<file path="config.mk">
export PLATFORM = sky130hd
export DESIGN_NAME = umsr_regs
export DESIGN_NICKNAME = d
export VERILOG_FILES = /design/src/hw/umsr_pkg.sv /design/src/hw/umsr_regs.sv
export SDC_FILE = /design/constraint.sdc
export NUM_CORES = 1
export LEC_CHECK = 0
export ABC_AREA = 1
export BUFFER_PORTS_ARGS = -buffer_cell sky130_fd_sc_hd__buf_4
export CAP_MARGIN = 20
export CELL_PAD_IN_SITES_DETAIL_PLACEMENT = 1
export CELL_PAD_IN_SITES_GLOBAL_PLACEMENT = 1
export CORE_MARGIN = 2
export CORE_UTILIZATION = 40
export DETAILED_ROUTE_END_ITERATION = 12
export PLACE_DENSITY = 0.78
export SLEW_MARGIN = 30
export SYNTH_ARGS = -nofsm -noshare
export SYNTH_HDL_FRONTEND = slang
export SYNTH_SLANG_ARGS = --single-unit
</file>
<file path="constraint.sdc">
create_clock -name pclk -period 1.5 [get_ports pclk]
set_input_delay 0.225 -clock pclk [delete_from_list [all_inputs] [get_ports pclk]]
set_output_delay 0.225 -clock pclk [all_outputs]
set_load 0.02 [all_outputs]
</file>
<file path="src/hw/umsr_pkg.sv">
// package: register offsets, field positions, reset values and carrier types for umsr
package umsr_pkg;
  // apb byte offsets
  localparam logic [7:0] ADDR_MODEM_LINE   = 8'h00;
  localparam logic [7:0] ADDR_SCRATCH      = 8'h04;
  localparam logic [7:0] ADDR_DIV_LOW      = 8'h08;
  localparam logic [7:0] ADDR_DIV_HIGH     = 8'h0C;
  localparam logic [7:0] ADDR_FRACTION     = 8'h10;
  localparam logic [7:0] ADDR_CONTROL      = 8'h14;
  localparam logic [7:0] ADDR_RX_DIVISOR   = 8'h18;
  localparam logic [7:0] ADDR_STATUS       = 8'h1C;
  // control register fields
  localparam int CTL_LOOPBACK   = 0;
  localparam int CTL_ENHANCED   = 1;
  localparam int CTL_AUTO_CTS   = 2;
  localparam int CTL_SWAP       = 3;
  localparam int CTL_MSI_ENABLE = 4;
  localparam int CTL_RS485      = 5;
  localparam int CTL_FIFO_EN    = 6;
  localparam int CTL_SEL_TRIG   = 7;
  localparam int CTL_MC_BIT0    = 8;
  // field positions
  localparam int EMS_SEND_NOW   = 2;
  localparam int EMS_RTS_INV    = 3;
  localparam int EMS_LSR_IMM    = 6;
  localparam int EMS_XOFF_MODE  = 7;
  localparam int FR_IND_BRG     = 6;
  localparam int FR_BRG_SEL     = 7;
  localparam int FR_SAMP_HI     = 5;
  localparam int FR_SAMP_LO     = 4;
  // reset values
  localparam logic [7:0] SCRATCH_RST = 8'hFF;
  localparam logic [7:0] BYTE_RST    = 8'h00;
  localparam logic [8:0] CTL_RST     = 9'h000;
  // sampling rate encodings
  typedef enum logic [1:0] {UMSR_OS16, UMSR_OS8, UMSR_OS4} umsr_rate_t;
  // one baud generator setting
  typedef struct packed {
    logic [15:0] divisor;
    logic [3:0]  fraction;
    umsr_rate_t  rate;
  } umsr_brg_t;
  // modem inputs, active low as pins
  typedef struct packed {
    logic cts_n;
    logic dsr_n;
    logic ring_indicate_in_n;
    logic carrier_detect_in_n;
  } umsr_modem_t;
endpackage

</file>
<file path="src/hw/umsr_regs.sv">
// umsr_regs: modem status, enhanced enables, scratch swap and fractional baud registers
//
// Behaviour
// - error summary flag set while any fifo byte carries parity, framing or break
// - cts, dsr, cd delta bits set on any change since last status read
// - ring delta bit set only on ring input low-to-high
// - modem status interrupt when a delta is set and its enable is on
// - outside loopback upper status bits are complements of modem inputs
// - in loopback upper status bits mirror modem control bits 1,0,2,3
// - auto cts stops transmit after current character while cts high
// - enhanced write bits 4 and 5 disable transmitter and receiver
// - enhanced write bit 6 selects 9-bit multidrop mode
// - write bit 7 selects fast infrared quarter-bit pulses
// - 8-bit scratch register resets to FF
// - swap set sends scratch writes to the enhanced mode select register
// - swap set reads return rx, tx or alternating fifo level count
// - alternating mode starts with rx level then alternates each read
// - send-immediately bit clears itself after the single byte is sent
// - rs485 direction drives rts low in transmit unless inverted
// - mode bit 6 selects immediate or delayed line error interrupts
// - mode bit 7 limits xoff and special interrupt clearing to status read
// - divisor is high and low bytes plus fraction over 16
// - fractional register reachable only with enhanced functions enabled
// - fraction bits 5:4 select 16x, 8x or 4x sampling
// - fraction bit 6 splits tx and rx generators, bit 7 selects target
// - divisor writes target both, tx, rx, or none by select bits
`timescale 1ns/1ps
module umsr_regs
  import umsr_pkg::*;
#(
  parameter int FIFO_DEPTH = 16
) (
  input  wire logic              pclk,
  input  wire logic              presetn,
  input  wire logic              psel,
  input  wire logic              penable,
  input  wire logic              pwrite,
  input  wire logic [7:0]        paddr,
  input  wire logic [31:0]       pwdata,
  output logic      [31:0]       prdata,
  output logic                   pready,
  output logic                   pslverr,
  input  wire umsr_pkg::umsr_modem_t modem_in,
  input  wire logic [7:0]        rx_level,
  input  wire logic [7:0]        tx_level,
  input  wire logic              rx_fifo_error,
  input  wire logic              tx_char_done,
  input  wire logic              tx_active,
  output logic                   modem_irq,
  output logic                   tx_halt,
  output logic                   tx_disable,
  output logic                   rx_disable,
  output logic                   nine_bit_mode,
  output logic                   fast_ir,
  output logic                   send_now,
  output logic                   rts_n_rs485,
  output logic                   lsr_irq_immediate,
  output logic                   xoff_clear_on_read_only,
  output logic                   error_summary,
  output umsr_pkg::umsr_brg_t    tx_brg,
  output umsr_pkg::umsr_brg_t    rx_brg
);
  import umsr_pkg::*;

  logic [8:0]  ctl_q;
  logic [3:0]  delta_q;
  logic [3:0]  modem_prev_q;
  logic [7:0]  scratch_q;
  logic [7:0]  ems_q;
  logic [7:0]  div_lo_q;
  logic [7:0]  div_hi_q;
  logic [7:0]  frac_q;
  logic [7:0]  rx_div_lo_q;
  logic [7:0]  rx_div_hi_q;
  logic [5:0]  rx_frac_q;
  logic        alt_tx_q;
  logic        halt_q;
  logic [3:0]  mcr_q;
  logic [3:0]  modem_ev;
  logic [3:0]  level_now;
  logic [3:0]  status_hi;
  logic        acc;
  logic        wr;
  logic        rd;
  logic        wr_tx_brg;
  logic        wr_rx_brg;
  logic        enh;
  logic [7:0]  rd_d;

  function automatic umsr_rate_t rate_of(input logic [7:0] f);
    if (f[FR_SAMP_HI]) begin
      rate_of = UMSR_OS4;
    end else if (f[FR_SAMP_LO]) begin
      rate_of = UMSR_OS8;
    end else begin
      rate_of = UMSR_OS16;
    end
  endfunction

  assign acc = psel && penable;
  // writes land on the completing edge; read side effects only on the capture edge,
  // so a delta set between capture and completion is not cleared unseen
  assign wr  = acc && pwrite && pready;
  assign rd  = acc && !pwrite && !pready;
  assign enh = ctl_q[CTL_ENHANCED];

  // pins are active low; level bits are their complements
  assign level_now = ~{modem_in.carrier_detect_in_n, modem_in.ring_indicate_in_n,
                       modem_in.dsr_n, modem_in.cts_n};

  // loopback source bits sit in the control word above the enables
  function automatic logic mc_bit(input int idx);
    mc_bit = mcr_q[idx];
  endfunction

  always_comb begin
    if (ctl_q[CTL_LOOPBACK]) begin
      // loopback order cd, ri, dsr, cts from control bits 3, 2, 0, 1
      status_hi = {mc_bit(3), mc_bit(2), mc_bit(0), mc_bit(1)};
    end else begin
      status_hi = level_now;
    end
  end

  // ring delta only at the end of ringing; the other lines on any change
  always_comb begin
    modem_ev    = modem_prev_q ^ status_hi;
    modem_ev[2] = modem_prev_q[2] && !status_hi[2];
  end

  always_ff @(posedge pclk or negedge presetn) begin
    if (!presetn) begin
      mcr_q <= 4'h0;
    end else if (wr && paddr == ADDR_CONTROL) begin
      mcr_q <= pwdata[12:9];
    end
  end

  always_ff @(posedge pclk or negedge presetn) begin
    if (!presetn) begin
      ctl_q <= CTL_RST;
    end else if (wr && paddr == ADDR_CONTROL) begin
      ctl_q <= pwdata[8:0];
    end
  end

  // delta flags; a change in the read cycle survives the clear
  always_ff @(posedge pclk or negedge presetn) begin
    if (!presetn) begin
      modem_prev_q <= 4'h0;
      delta_q      <= 4'h0;
    end else begin
      modem_prev_q <= status_hi;
      for (int i = 0; i < 4; i++) begin
        if (modem_ev[i]) begin
          delta_q[i] <= 1'b1;
        end else if (rd && paddr == ADDR_MODEM_LINE) begin
          delta_q[i] <= 1'b0;
        end
      end
    end
  end

  // extra enables live in the modem-line write slot
  always_ff @(posedge pclk or negedge presetn) begin
    if (!presetn) begin
      tx_disable    <= 1'b0;
      rx_disable    <= 1'b0;
      nine_bit_mode <= 1'b0;
      fast_ir       <= 1'b0;
    end else if (wr && paddr == ADDR_MODEM_LINE && enh) begin
      tx_disable    <= pwdata[4];
      rx_disable    <= pwdata[5];
      nine_bit_mode <= pwdata[6];
      fast_ir       <= pwdata[7];
    end
  end

  always_ff @(posedge pclk or negedge presetn) begin
    if (!presetn) begin
      scratch_q <= SCRATCH_RST;
      ems_q     <= BYTE_RST;
    end else begin
      if (wr && paddr == ADDR_SCRATCH && !ctl_q[CTL_SWAP]) begin
        scratch_q <= pwdata[7:0];
      end
      if (wr && paddr == ADDR_SCRATCH && ctl_q[CTL_SWAP]) begin
        ems_q <= pwdata[7:0];
      end else if (tx_char_done && ems_q[EMS_SEND_NOW]) begin
        ems_q[EMS_SEND_NOW] <= 1'b0;
      end
    end
  end

  // alternating counter: rx first after a mode write
  always_ff @(posedge pclk or negedge presetn) begin
    if (!presetn) begin
      alt_tx_q <= 1'b0;
    end else if (wr && paddr == ADDR_SCRATCH && ctl_q[CTL_SWAP]) begin
      alt_tx_q <= 1'b0;
    end else if (rd && paddr == ADDR_SCRATCH && ctl_q[CTL_SWAP] && ems_q[1:0] == 2'b11) begin
      alt_tx_q <= !alt_tx_q;
    end
  end

  assign wr_tx_brg = !frac_q[FR_IND_BRG] ? !frac_q[FR_BRG_SEL] : !frac_q[FR_BRG_SEL];
  assign wr_rx_brg = !frac_q[FR_IND_BRG] ? !frac_q[FR_BRG_SEL] : frac_q[FR_BRG_SEL];

  always_ff @(posedge pclk or negedge presetn) begin
    if (!presetn) begin
      div_lo_q    <= BYTE_RST;
      div_hi_q    <= BYTE_RST;
      frac_q      <= BYTE_RST;
      rx_div_lo_q <= BYTE_RST;
      rx_div_hi_q <= BYTE_RST;
      rx_frac_q   <= 6'h00;
    end else if (wr) begin
      if (paddr == ADDR_FRACTION && enh) begin
        frac_q[7:6] <= pwdata[7:6];
        if (wr_tx_brg) frac_q[5:0] <= pwdata[5:0];
        if (wr_rx_brg) rx_frac_q <= pwdata[5:0];
      end
      if (paddr == ADDR_DIV_LOW) begin
        if (wr_tx_brg) div_lo_q <= pwdata[7:0];
        if (wr_rx_brg) rx_div_lo_q <= pwdata[7:0];
      end
      if (paddr == ADDR_DIV_HIGH) begin
        if (wr_tx_brg) div_hi_q <= pwdata[7:0];
        if (wr_rx_brg) rx_div_hi_q <= pwdata[7:0];
      end
    end
  end

  // flow and status outputs registered
  always_ff @(posedge pclk or negedge presetn) begin
    if (!presetn) begin
      halt_q                  <= 1'b0;
      tx_halt                 <= 1'b0;
      modem_irq               <= 1'b0;
      send_now                <= 1'b0;
      rts_n_rs485             <= 1'b1;
      lsr_irq_immediate       <= 1'b0;
      xoff_clear_on_read_only <= 1'b0;
      error_summary           <= 1'b0;
      tx_brg                  <= '0;
      rx_brg                  <= '0;
    end else begin
      // halt only takes effect at a character boundary
      if (!ctl_q[CTL_AUTO_CTS] || !modem_in.cts_n) begin
        halt_q <= 1'b0;
      end else if (tx_char_done || !tx_active) begin
        halt_q <= 1'b1;
      end
      tx_halt   <= halt_q;
      modem_irq <= (|delta_q) && ctl_q[CTL_MSI_ENABLE];
      send_now  <= ems_q[EMS_SEND_NOW] && ctl_q[CTL_FIFO_EN];
      if (ctl_q[CTL_RS485]) begin
        rts_n_rs485 <= tx_active ~^ ems_q[EMS_RTS_INV];
      end else begin
        rts_n_rs485 <= 1'b1;
      end
      lsr_irq_immediate       <= ems_q[EMS_LSR_IMM];
      xoff_clear_on_read_only <= ems_q[EMS_XOFF_MODE];
      error_summary           <= rx_fifo_error;
      tx_brg <= '{divisor: {div_hi_q, div_lo_q}, fraction: frac_q[3:0],
                  rate: rate_of(frac_q)};
      rx_brg <= '{divisor: {rx_div_hi_q, rx_div_lo_q}, fraction: rx_frac_q[3:0],
                  rate: rate_of({2'b00, rx_frac_q})};
    end
  end

  always_comb begin
    rd_d = 8'h00;
    unique case (paddr)
      ADDR_MODEM_LINE: rd_d = {status_hi, delta_q};
      ADDR_SCRATCH: begin
        if (!ctl_q[CTL_SWAP]) begin
          rd_d = scratch_q;
        end else if (ems_q[0] == 1'b0) begin
          rd_d = rx_level;
        end else if (ems_q[1] == 1'b0) begin
          rd_d = tx_level;
        end else begin
          rd_d = alt_tx_q ? tx_level : rx_level;
        end
      end
      ADDR_DIV_LOW:    rd_d = frac_q[FR_BRG_SEL] ? rx_div_lo_q : div_lo_q;
      ADDR_DIV_HIGH:   rd_d = frac_q[FR_BRG_SEL] ? rx_div_hi_q : div_hi_q;
      ADDR_FRACTION:   rd_d = enh ? frac_q : 8'h00;
      ADDR_STATUS:     rd_d = {6'h00, halt_q, rx_fifo_error};
      default:         rd_d = 8'h00;
    endcase
  end

  // one wait state: pready rises the cycle after the access phase starts
  always_ff @(posedge pclk or negedge presetn) begin
    if (!presetn) begin
      pready    <= 1'b0;
      pslverr   <= 1'b0;
      prdata    <= 32'h0000_0000;
    end else begin
      pready    <= psel && penable && !pready;
      pslverr   <= psel && penable && !pready && (paddr[1:0] != 2'b00 || paddr > ADDR_STATUS);
      if (psel && penable && !pready) begin
        prdata <= {24'h00_0000, rd_d};
      end
    end
  end

  a_irq_follows: assert property (@(posedge pclk) disable iff (!presetn)
    ((|delta_q) && ctl_q[CTL_MSI_ENABLE]) |=> modem_irq) else $error("modem irq missing");
  a_scratch_rst: assert property (@(posedge pclk) disable iff (!presetn)
    $rose(presetn) |-> scratch_q == SCRATCH_RST) else $error("scratch reset wrong");
  a_enh_guard: assert property (@(posedge pclk) disable iff (!presetn)
    (wr && paddr == ADDR_MODEM_LINE && !enh) |=> $stable(tx_disable)) else $error("guard");
  a_err_sum: assert property (@(posedge pclk) disable iff (!presetn)
    rx_fifo_error |=> error_summary) else $error("error summary lag");
  a_send_clear: assert property (@(posedge pclk) disable iff (!presetn)
    (tx_char_done && ems_q[EMS_SEND_NOW] && !wr) |=> !ems_q[EMS_SEND_NOW]) else $error("send");
  a_loop_map: assert property (@(posedge pclk) disable iff (!presetn)
    ctl_q[CTL_LOOPBACK] |-> status_hi[2:0] == {mcr_q[2], mcr_q[0], mcr_q[1]}) else $error("lb");
  a_norm_map: assert property (@(posedge pclk) disable iff (!presetn)
    !ctl_q[CTL_LOOPBACK] |-> status_hi == level_now) else $error("level map");
  a_ri_edge: assert property (@(posedge pclk) disable iff (!presetn)
    (!delta_q[2] && modem_prev_q[2] == status_hi[2]) |=> !delta_q[2]) else $error("ri");

  // bus answer is a single-cycle pulse
  a_ready_pulse: assert property (@(posedge pclk) disable iff (!presetn)
    pready |=> !pready) else $error("pready longer than one cycle");
  a_delta_clear: assert property (@(posedge pclk) disable iff (!presetn)
    (rd && paddr == ADDR_MODEM_LINE && !modem_ev[0]) |=> !delta_q[0]) else $error("delta kept");
  a_alt_first: assert property (@(posedge pclk) disable iff (!presetn)
    (wr && paddr == ADDR_SCRATCH && ctl_q[CTL_SWAP]) |=> !alt_tx_q) else $error("alt start");
  a_rts_dir: assert property (@(posedge pclk) disable iff (!presetn)
    ctl_q[CTL_RS485] |=> rts_n_rs485 == ($past(tx_active) ~^ $past(ems_q[EMS_RTS_INV])))
    else $error("rs485 direction");
  a_halt_hold: assert property (@(posedge pclk) disable iff (!presetn)
    (!halt_q && tx_active && !tx_char_done) |=> !halt_q) else $error("halt mid character");
  a_frac_guard: assert property (@(posedge pclk) disable iff (!presetn)
    (wr && paddr == ADDR_FRACTION && !enh) |=> $stable(frac_q)) else $error("fraction guard");
  a_scr_swap: assert property (@(posedge pclk) disable iff (!presetn)
    (wr && paddr == ADDR_SCRATCH && ctl_q[CTL_SWAP]) |=> $stable(scratch_q)) else $error("swap");
  a_level_src: assert property (@(posedge pclk) disable iff (!presetn)
    (rd && paddr == ADDR_SCRATCH && ctl_q[CTL_SWAP] && !ems_q[0])
    |=> prdata[7:0] == $past(rx_level)) else $error("rx level read");
  a_err_low: assert property (@(posedge pclk) disable iff (!presetn)
    !rx_fifo_error |=> !error_summary) else $error("error summary stuck");
endmodule

</file>
# Yosys cells after proc, flatten, opt, wreduce, memory -nomap -nowiden
# Cells that the tools add are included.
# Widths: inputs -> output; s select.
[op_classes] magnitude_cmp=1 n_eq_ne=7 mux=26 bitwise=4 reduce_logical=51
[op_table] cell="$mux 8" n=7
[op_table] cell="$pmux 8 s6" n=1
[op_table] cell="$eq 8x5->1 const B" n=3
[op_table] cell="$logic_and 1x1->1" n=22
[op_table] cell="$reduce_and 3->1" n=6
[op_table] cell="$eq 8x4->1 const B" n=2
[op_table] cell="$reduce_bool 2->1" n=8
[op_table] cell="$mux 1" n=15
[op_table] cell="$logic_not 1->1" n=9
[op_table] cell="$eq 8x3->1 const B" n=1
[op_table] cell="$gt 8x5->1 const B" n=1
[op_table] cell="$logic_not 8->1" n=1
[op_table] cell="$mux 2" n=2
[op_table] cell="$mux 4" n=1
[op_table] cell="$not 4->4" n=1
[op_table] cell="$reduce_or 4->1" n=1
[op_table] cell="$xor 4x4->4" n=1
[op_table] cell="$logic_or 1x1->1" n=3
[op_table] cell="$eq 2x2->1 const B" n=1
[op_table] cell="$reduce_and 2->1" n=1
[op_table] cell="$not 1->1" n=1
[op_table] cell="$xnor 1x1->1" n=1
[totals] reg_bits=148 out_inout_bits=89 wordCells=128

# Longest topological paths before layout
[logic_depth] word_depth=8 ltp_mapped=10 ltp_nobuf=10

# Worst setup path after synthesis
# OpenSTA, ideal clock, no wires.
[synth_path] kind="reg-to-reg" startpoint="reg pready" endpoint="reg div_lo_q[6]" setup_time_ns=0.125 t_arrival_ns=1.260 required_ns=1.375 setup_slack_ns=0.115 path_stages_with_launch=7 path_buffers=1 cell_sequence="dfrtp_1 -> nand3_1 -> nor2_1 -> nand2_2 -> buf_6 -> nand2_1 -> o21ai_2"
[synth_via] elab_chain_cells=2
[synth_lines] item="start: declaration" line_no="umsr_regs.sv:41" source="output logic pready,"
[synth_lines] item="start signal: assignment" line_no="umsr_regs.sv:302" source="pready <= psel && penable && !pready;"
[synth_lines] item="$logic_and 1x1->1" line_no="umsr_regs.sv:103" source="assign wr = acc && pwrite && pready;"
[synth_lines] item="$reduce_and 3->1 (no source line)"
[synth_lines] item="end signal: assignment" line_no="umsr_regs.sv:224" source="if (wr_tx_brg) div_lo_q <= pwdata[7:0];"
[synth_lines] item="end: declaration" line_no="umsr_regs.sv:70" source="logic [7:0] div_lo_q;"
# No other way between the ends.
# A chain may end at the register's enable or synchronous reset.

# Worst setup path after layout
[layout_path] startpoint="reg frac_q[7]" endpoint="reg rx_div_hi_q[6]"
[layout_via] elab_chain_cells=3
[layout_lines] item="start: declaration" line_no="umsr_regs.sv:72" source="logic [7:0] frac_q;"
[layout_lines] item="start signal: assignment" line_no="umsr_regs.sv:219" source="frac_q[7:6] <= pwdata[7:6];"
[layout_lines] item="$logic_not 1->1" line_no="umsr_regs.sv:207" source="assign wr_rx_brg = !frac_q[FR_IND_BRG] ? !frac_q[FR_BRG_SEL] : frac_q[FR_BRG_SEL];"
[layout_lines] item="$mux 1 *" line_no="umsr_regs.sv:207"
[layout_lines] item="$reduce_and 3->1 (no source line) *"
[layout_lines] item="end signal: assignment" line_no="umsr_regs.sv:229" source="if (wr_rx_brg) rx_div_hi_q <= pwdata[7:0];"
[layout_lines] item="end: declaration" line_no="umsr_regs.sv:74" source="logic [7:0] rx_div_hi_q;"
# Mark *: on every way between the ends. The rest lies on a longest branch, timed or not.

==> metrics <==
final net count=864; Least-Margin Pin Slew=0.595 ns; FF-to-FF path depth=7; largest family of logic cells by synthesized area=simple AND/OR/NAND/NOR gates; final hold vios=0; Hold Path Class=in -> reg; clk_lat worst skew=between 0.4 and 0.5 ns; max-cap viol count=0; Hold Path Origin=modem_in[3]; Hold Crit Endpoint=halt_q; r2r startpoint=frac_q[7]; Max Clock Skew=0.00751 ns; drt wl/cell=17.1 µm; Yosys top cell by area=dfrtp_1; layout cell share with drive strength beyond 1=0.299; antenna violations before repair=0; H-tree lvl count=4; Synth Area in Compound Gates=0.0824; number of enable flip-flop cells after synthesis=0; Critical Path Source Type=flip-flop; FFs w/ async S/R, synth=1.00; crit path kind=reg -> reg; cts bufs inserted=17; Rows=45; Final period util=0.992; Worst-path clk slew=0.06 ns; PD cells=approximately 1100 mW/mm²; placed instance area=0.00721 mm²; CTS max path bufs=2; relative slew slack=0.603; crit path cell chain=buf_6 > xor2_2 > nor2_4 > buf_6 > nand2_8 > nand2_2 > o21ai_0; Leak Pwr=between 4 and 5 nW; worst-path fanout max=8; total track usage=0.215; unrepaired setup endpoints after global routing=true; Slew Viols, Final=0; Worst Path Required=1.78 ns; Design Power=9.01 mW; Routability Congestion=0.835; Die H=128 µm; post-synthesis cell count=651; status=completed; Adder-Cell Fraction of Synth Area=0; fmax=672 MHz; Fin Hold WS=0.0375 ns; Critical Path Max Stage Delay=roughly 0.46 ns; R2R setup slack=0.01 ns; post-layout min period=1.49 ns; Detailed Place HPWL=12.0 mm; reg2reg end=rx_div_hi_q[6]; setup TNS=0 ns; vias post-DR=4887; dominant cells by area after synthesis=dfrtp_1 (56%), nand2_1 (14%), dfstp_2 (3.9%); antenna-violating nets left=0; CTS tree=done; Layout area overhead=31.7%; number of diodes=0; DRC=0; Pre-Repair DR Iteration Count=4; mux contribution to synthesized area=0; DR vias/cell=4.90; CP Buf/Inv Count=2; Critical Path Slowest Stage Cell=dfrtp_2; # IOs=157; WP data arrival=1.77 ns; DIE WIDTH=128 µm; Util after Layout=0.534; synthesized cell area=approximately 0.0061 mm²; synth warn=0; Setup crit end kind=flip-flop; Core ar.=0.0151 mm²; Most used DFF post-synth=dfrtp_1; remaining global-route overflow=0; vias in the first global route=5119; Root Buffer=clkbuf_16; register area share after synthesis=0.599; Yosys top cell area share=0.560; most frequent CP cell=buf_6; simple-gate share of the synthesized area=0.227; largest net degree at the start of global routing=between 40 and 50; hold path cells=3; commonest cells after routing, fill and taps aside=nand2_1 (216), dfrtp_1 (135), buf_4 (132); commonest non-fill, non-tap cell in the layout=nand2_1; design area=0.00806 mm²; first-pass GRT wire length=about 27 mm; Seq cells post-synth=around 150; final setup fails=0; # clock sinks=between 100 and 150; initial core utilization=0.405; Distinct cells, synth=33; full die area=between 0.015 and 0.02 mm²; CP delay by family, top=flip-flops; Port Buffer Count=between 100 and 150; Initial DRC Count=323; worst-case vdd ir drop=0.000752 V; drt total wl=17.1 mm; Synth Area in XOR/XNOR=0.00716; syn_area_per_cell=9.40 µm²
## where the power goes
| part | switching, mW | leakage, nW | internal, mW | total, mW |
|---|---|---|---|---|
| Clock | 1.66 | 0.305 | 2.92 | 4.58 |
| Sequential | 0.0108 | 1.96 | 3.96 | 3.97 |
| Combinational | 0.306 | 2.01 | 0.151 | 0.457 |
| Total | 1.98 | 4.28 | 7.03 | 9.01 |
## through the flow
stage                     std cells  setup WS [ns]
after floorplan                 674          0.115
after global placement          959         0.0294
after detailed placement        959        -0.0388
after CTS                       994        0.00560
after global routing            997        -0.0216
final                           997         0.0115
## cell type report
cell class / count / area [µm²]
Fill cell: 1746 / 7030
Sequential cell: 146 / 3670
Multi-Input combinational cell: 432 / 2160
Timing Repair Buffer: 143 / 1140
Clock buffer: 20 / 467
Tap cell: 188 / 235
Inverter: 56 / 218
Clock inverter: 12 / 178
## synthesized netlist by cell type, types with 4 or more instances
library cell / number
buf_6: 6
dfrtp_1: 137
nand2_1: 226
nor2_1: 25
buf_4: 24
nor2_4: 4
inv_1: 50
o21ai_1: 40
clkbuf_1: 5
nand3_1: 38
o21ai_0: 29
dfstp_2: 9
o21ai_2: 10
nand2_4: 4
buf_2: 7
xor2_1: 5
## registers in the layout (all words and copies together), names as in the netlist, 4 cells and up
name          count
rx_div_lo_q       8
tx_brg           22
frac_q            8
modem_prev_q      4
rx_frac_q         6
mcr_q             4
ctl_q             7
prdata            8
rx_brg           22
ems_q             6
delta_q           4
scratch_q         8
div_hi_q          8
rx_div_hi_q       8
div_lo_q          8
## worst min-delay path, delay by kind of cell
kind / cells / cell delay, ns
AO/OA/AOI/OAI: 1 / 0.03
AND/OR/NAND/NOR: 1 / 0.05
buffers and inverters: 1 / 0.12
## layer usage
| layer | vias to the layer above | GRT usage | share of wire |
|---|---|---|---|
| met1 | 2423 | 0.272 | 0.42 |
| met4 | 0 | 0.0866 | 0.024 |
| met3 | 32 | 0.0434 | 0.046 |
| li1 | 2297 | - | - |
| met2 | 135 | 0.365 | 0.51 |
| met5 | - | 0 | 0 |
## kinds of logic (layout without fill, tap and decap cells)
| logic type | Yosys count | count (layout) |
|---|---|---|
| AND/OR/NAND/NOR | 312 | 314 |
| XOR/XNOR | 5 | 5 |
| flip-flops | 146 | 146 |
| other | 1 | 24 |
| AO/OA/AOI/OAI | 89 | 89 |
| buffers and inverters | 98 | 231 |
## what timing repair did
item,CTS,global route
pin swaps,0,8
resized for setup,1,45
cloned,0,2
hold endpoints to repair,35,0
setup buffers,0,1
hold buffers,3,0
setup endpoints to repair,1,51
## how the worst max path moves through the flow
| stage | from | cells after the start | end | slack (ns) |
|---|---|---|---|---|
| after floorplan | pready | 6 | div_lo_q[6] | 0.11 |
| after detailed placement | paddr[1] | 7 | nine_bit_mode | -0.04 |
| final | frac_q[7] | 7 | rx_div_hi_q[6] | 0.01 |
| after global placement | psel | 9 | ctl_q[5] | 0.03 |
| after global routing | frac_q[7] | 7 | rx_div_hi_q[4] | -0.02 |
| after CTS | frac_q[7] | 9 | prdata[3] | 0.006 |
No activity file was read; power rests on OpenSTA's default activity.
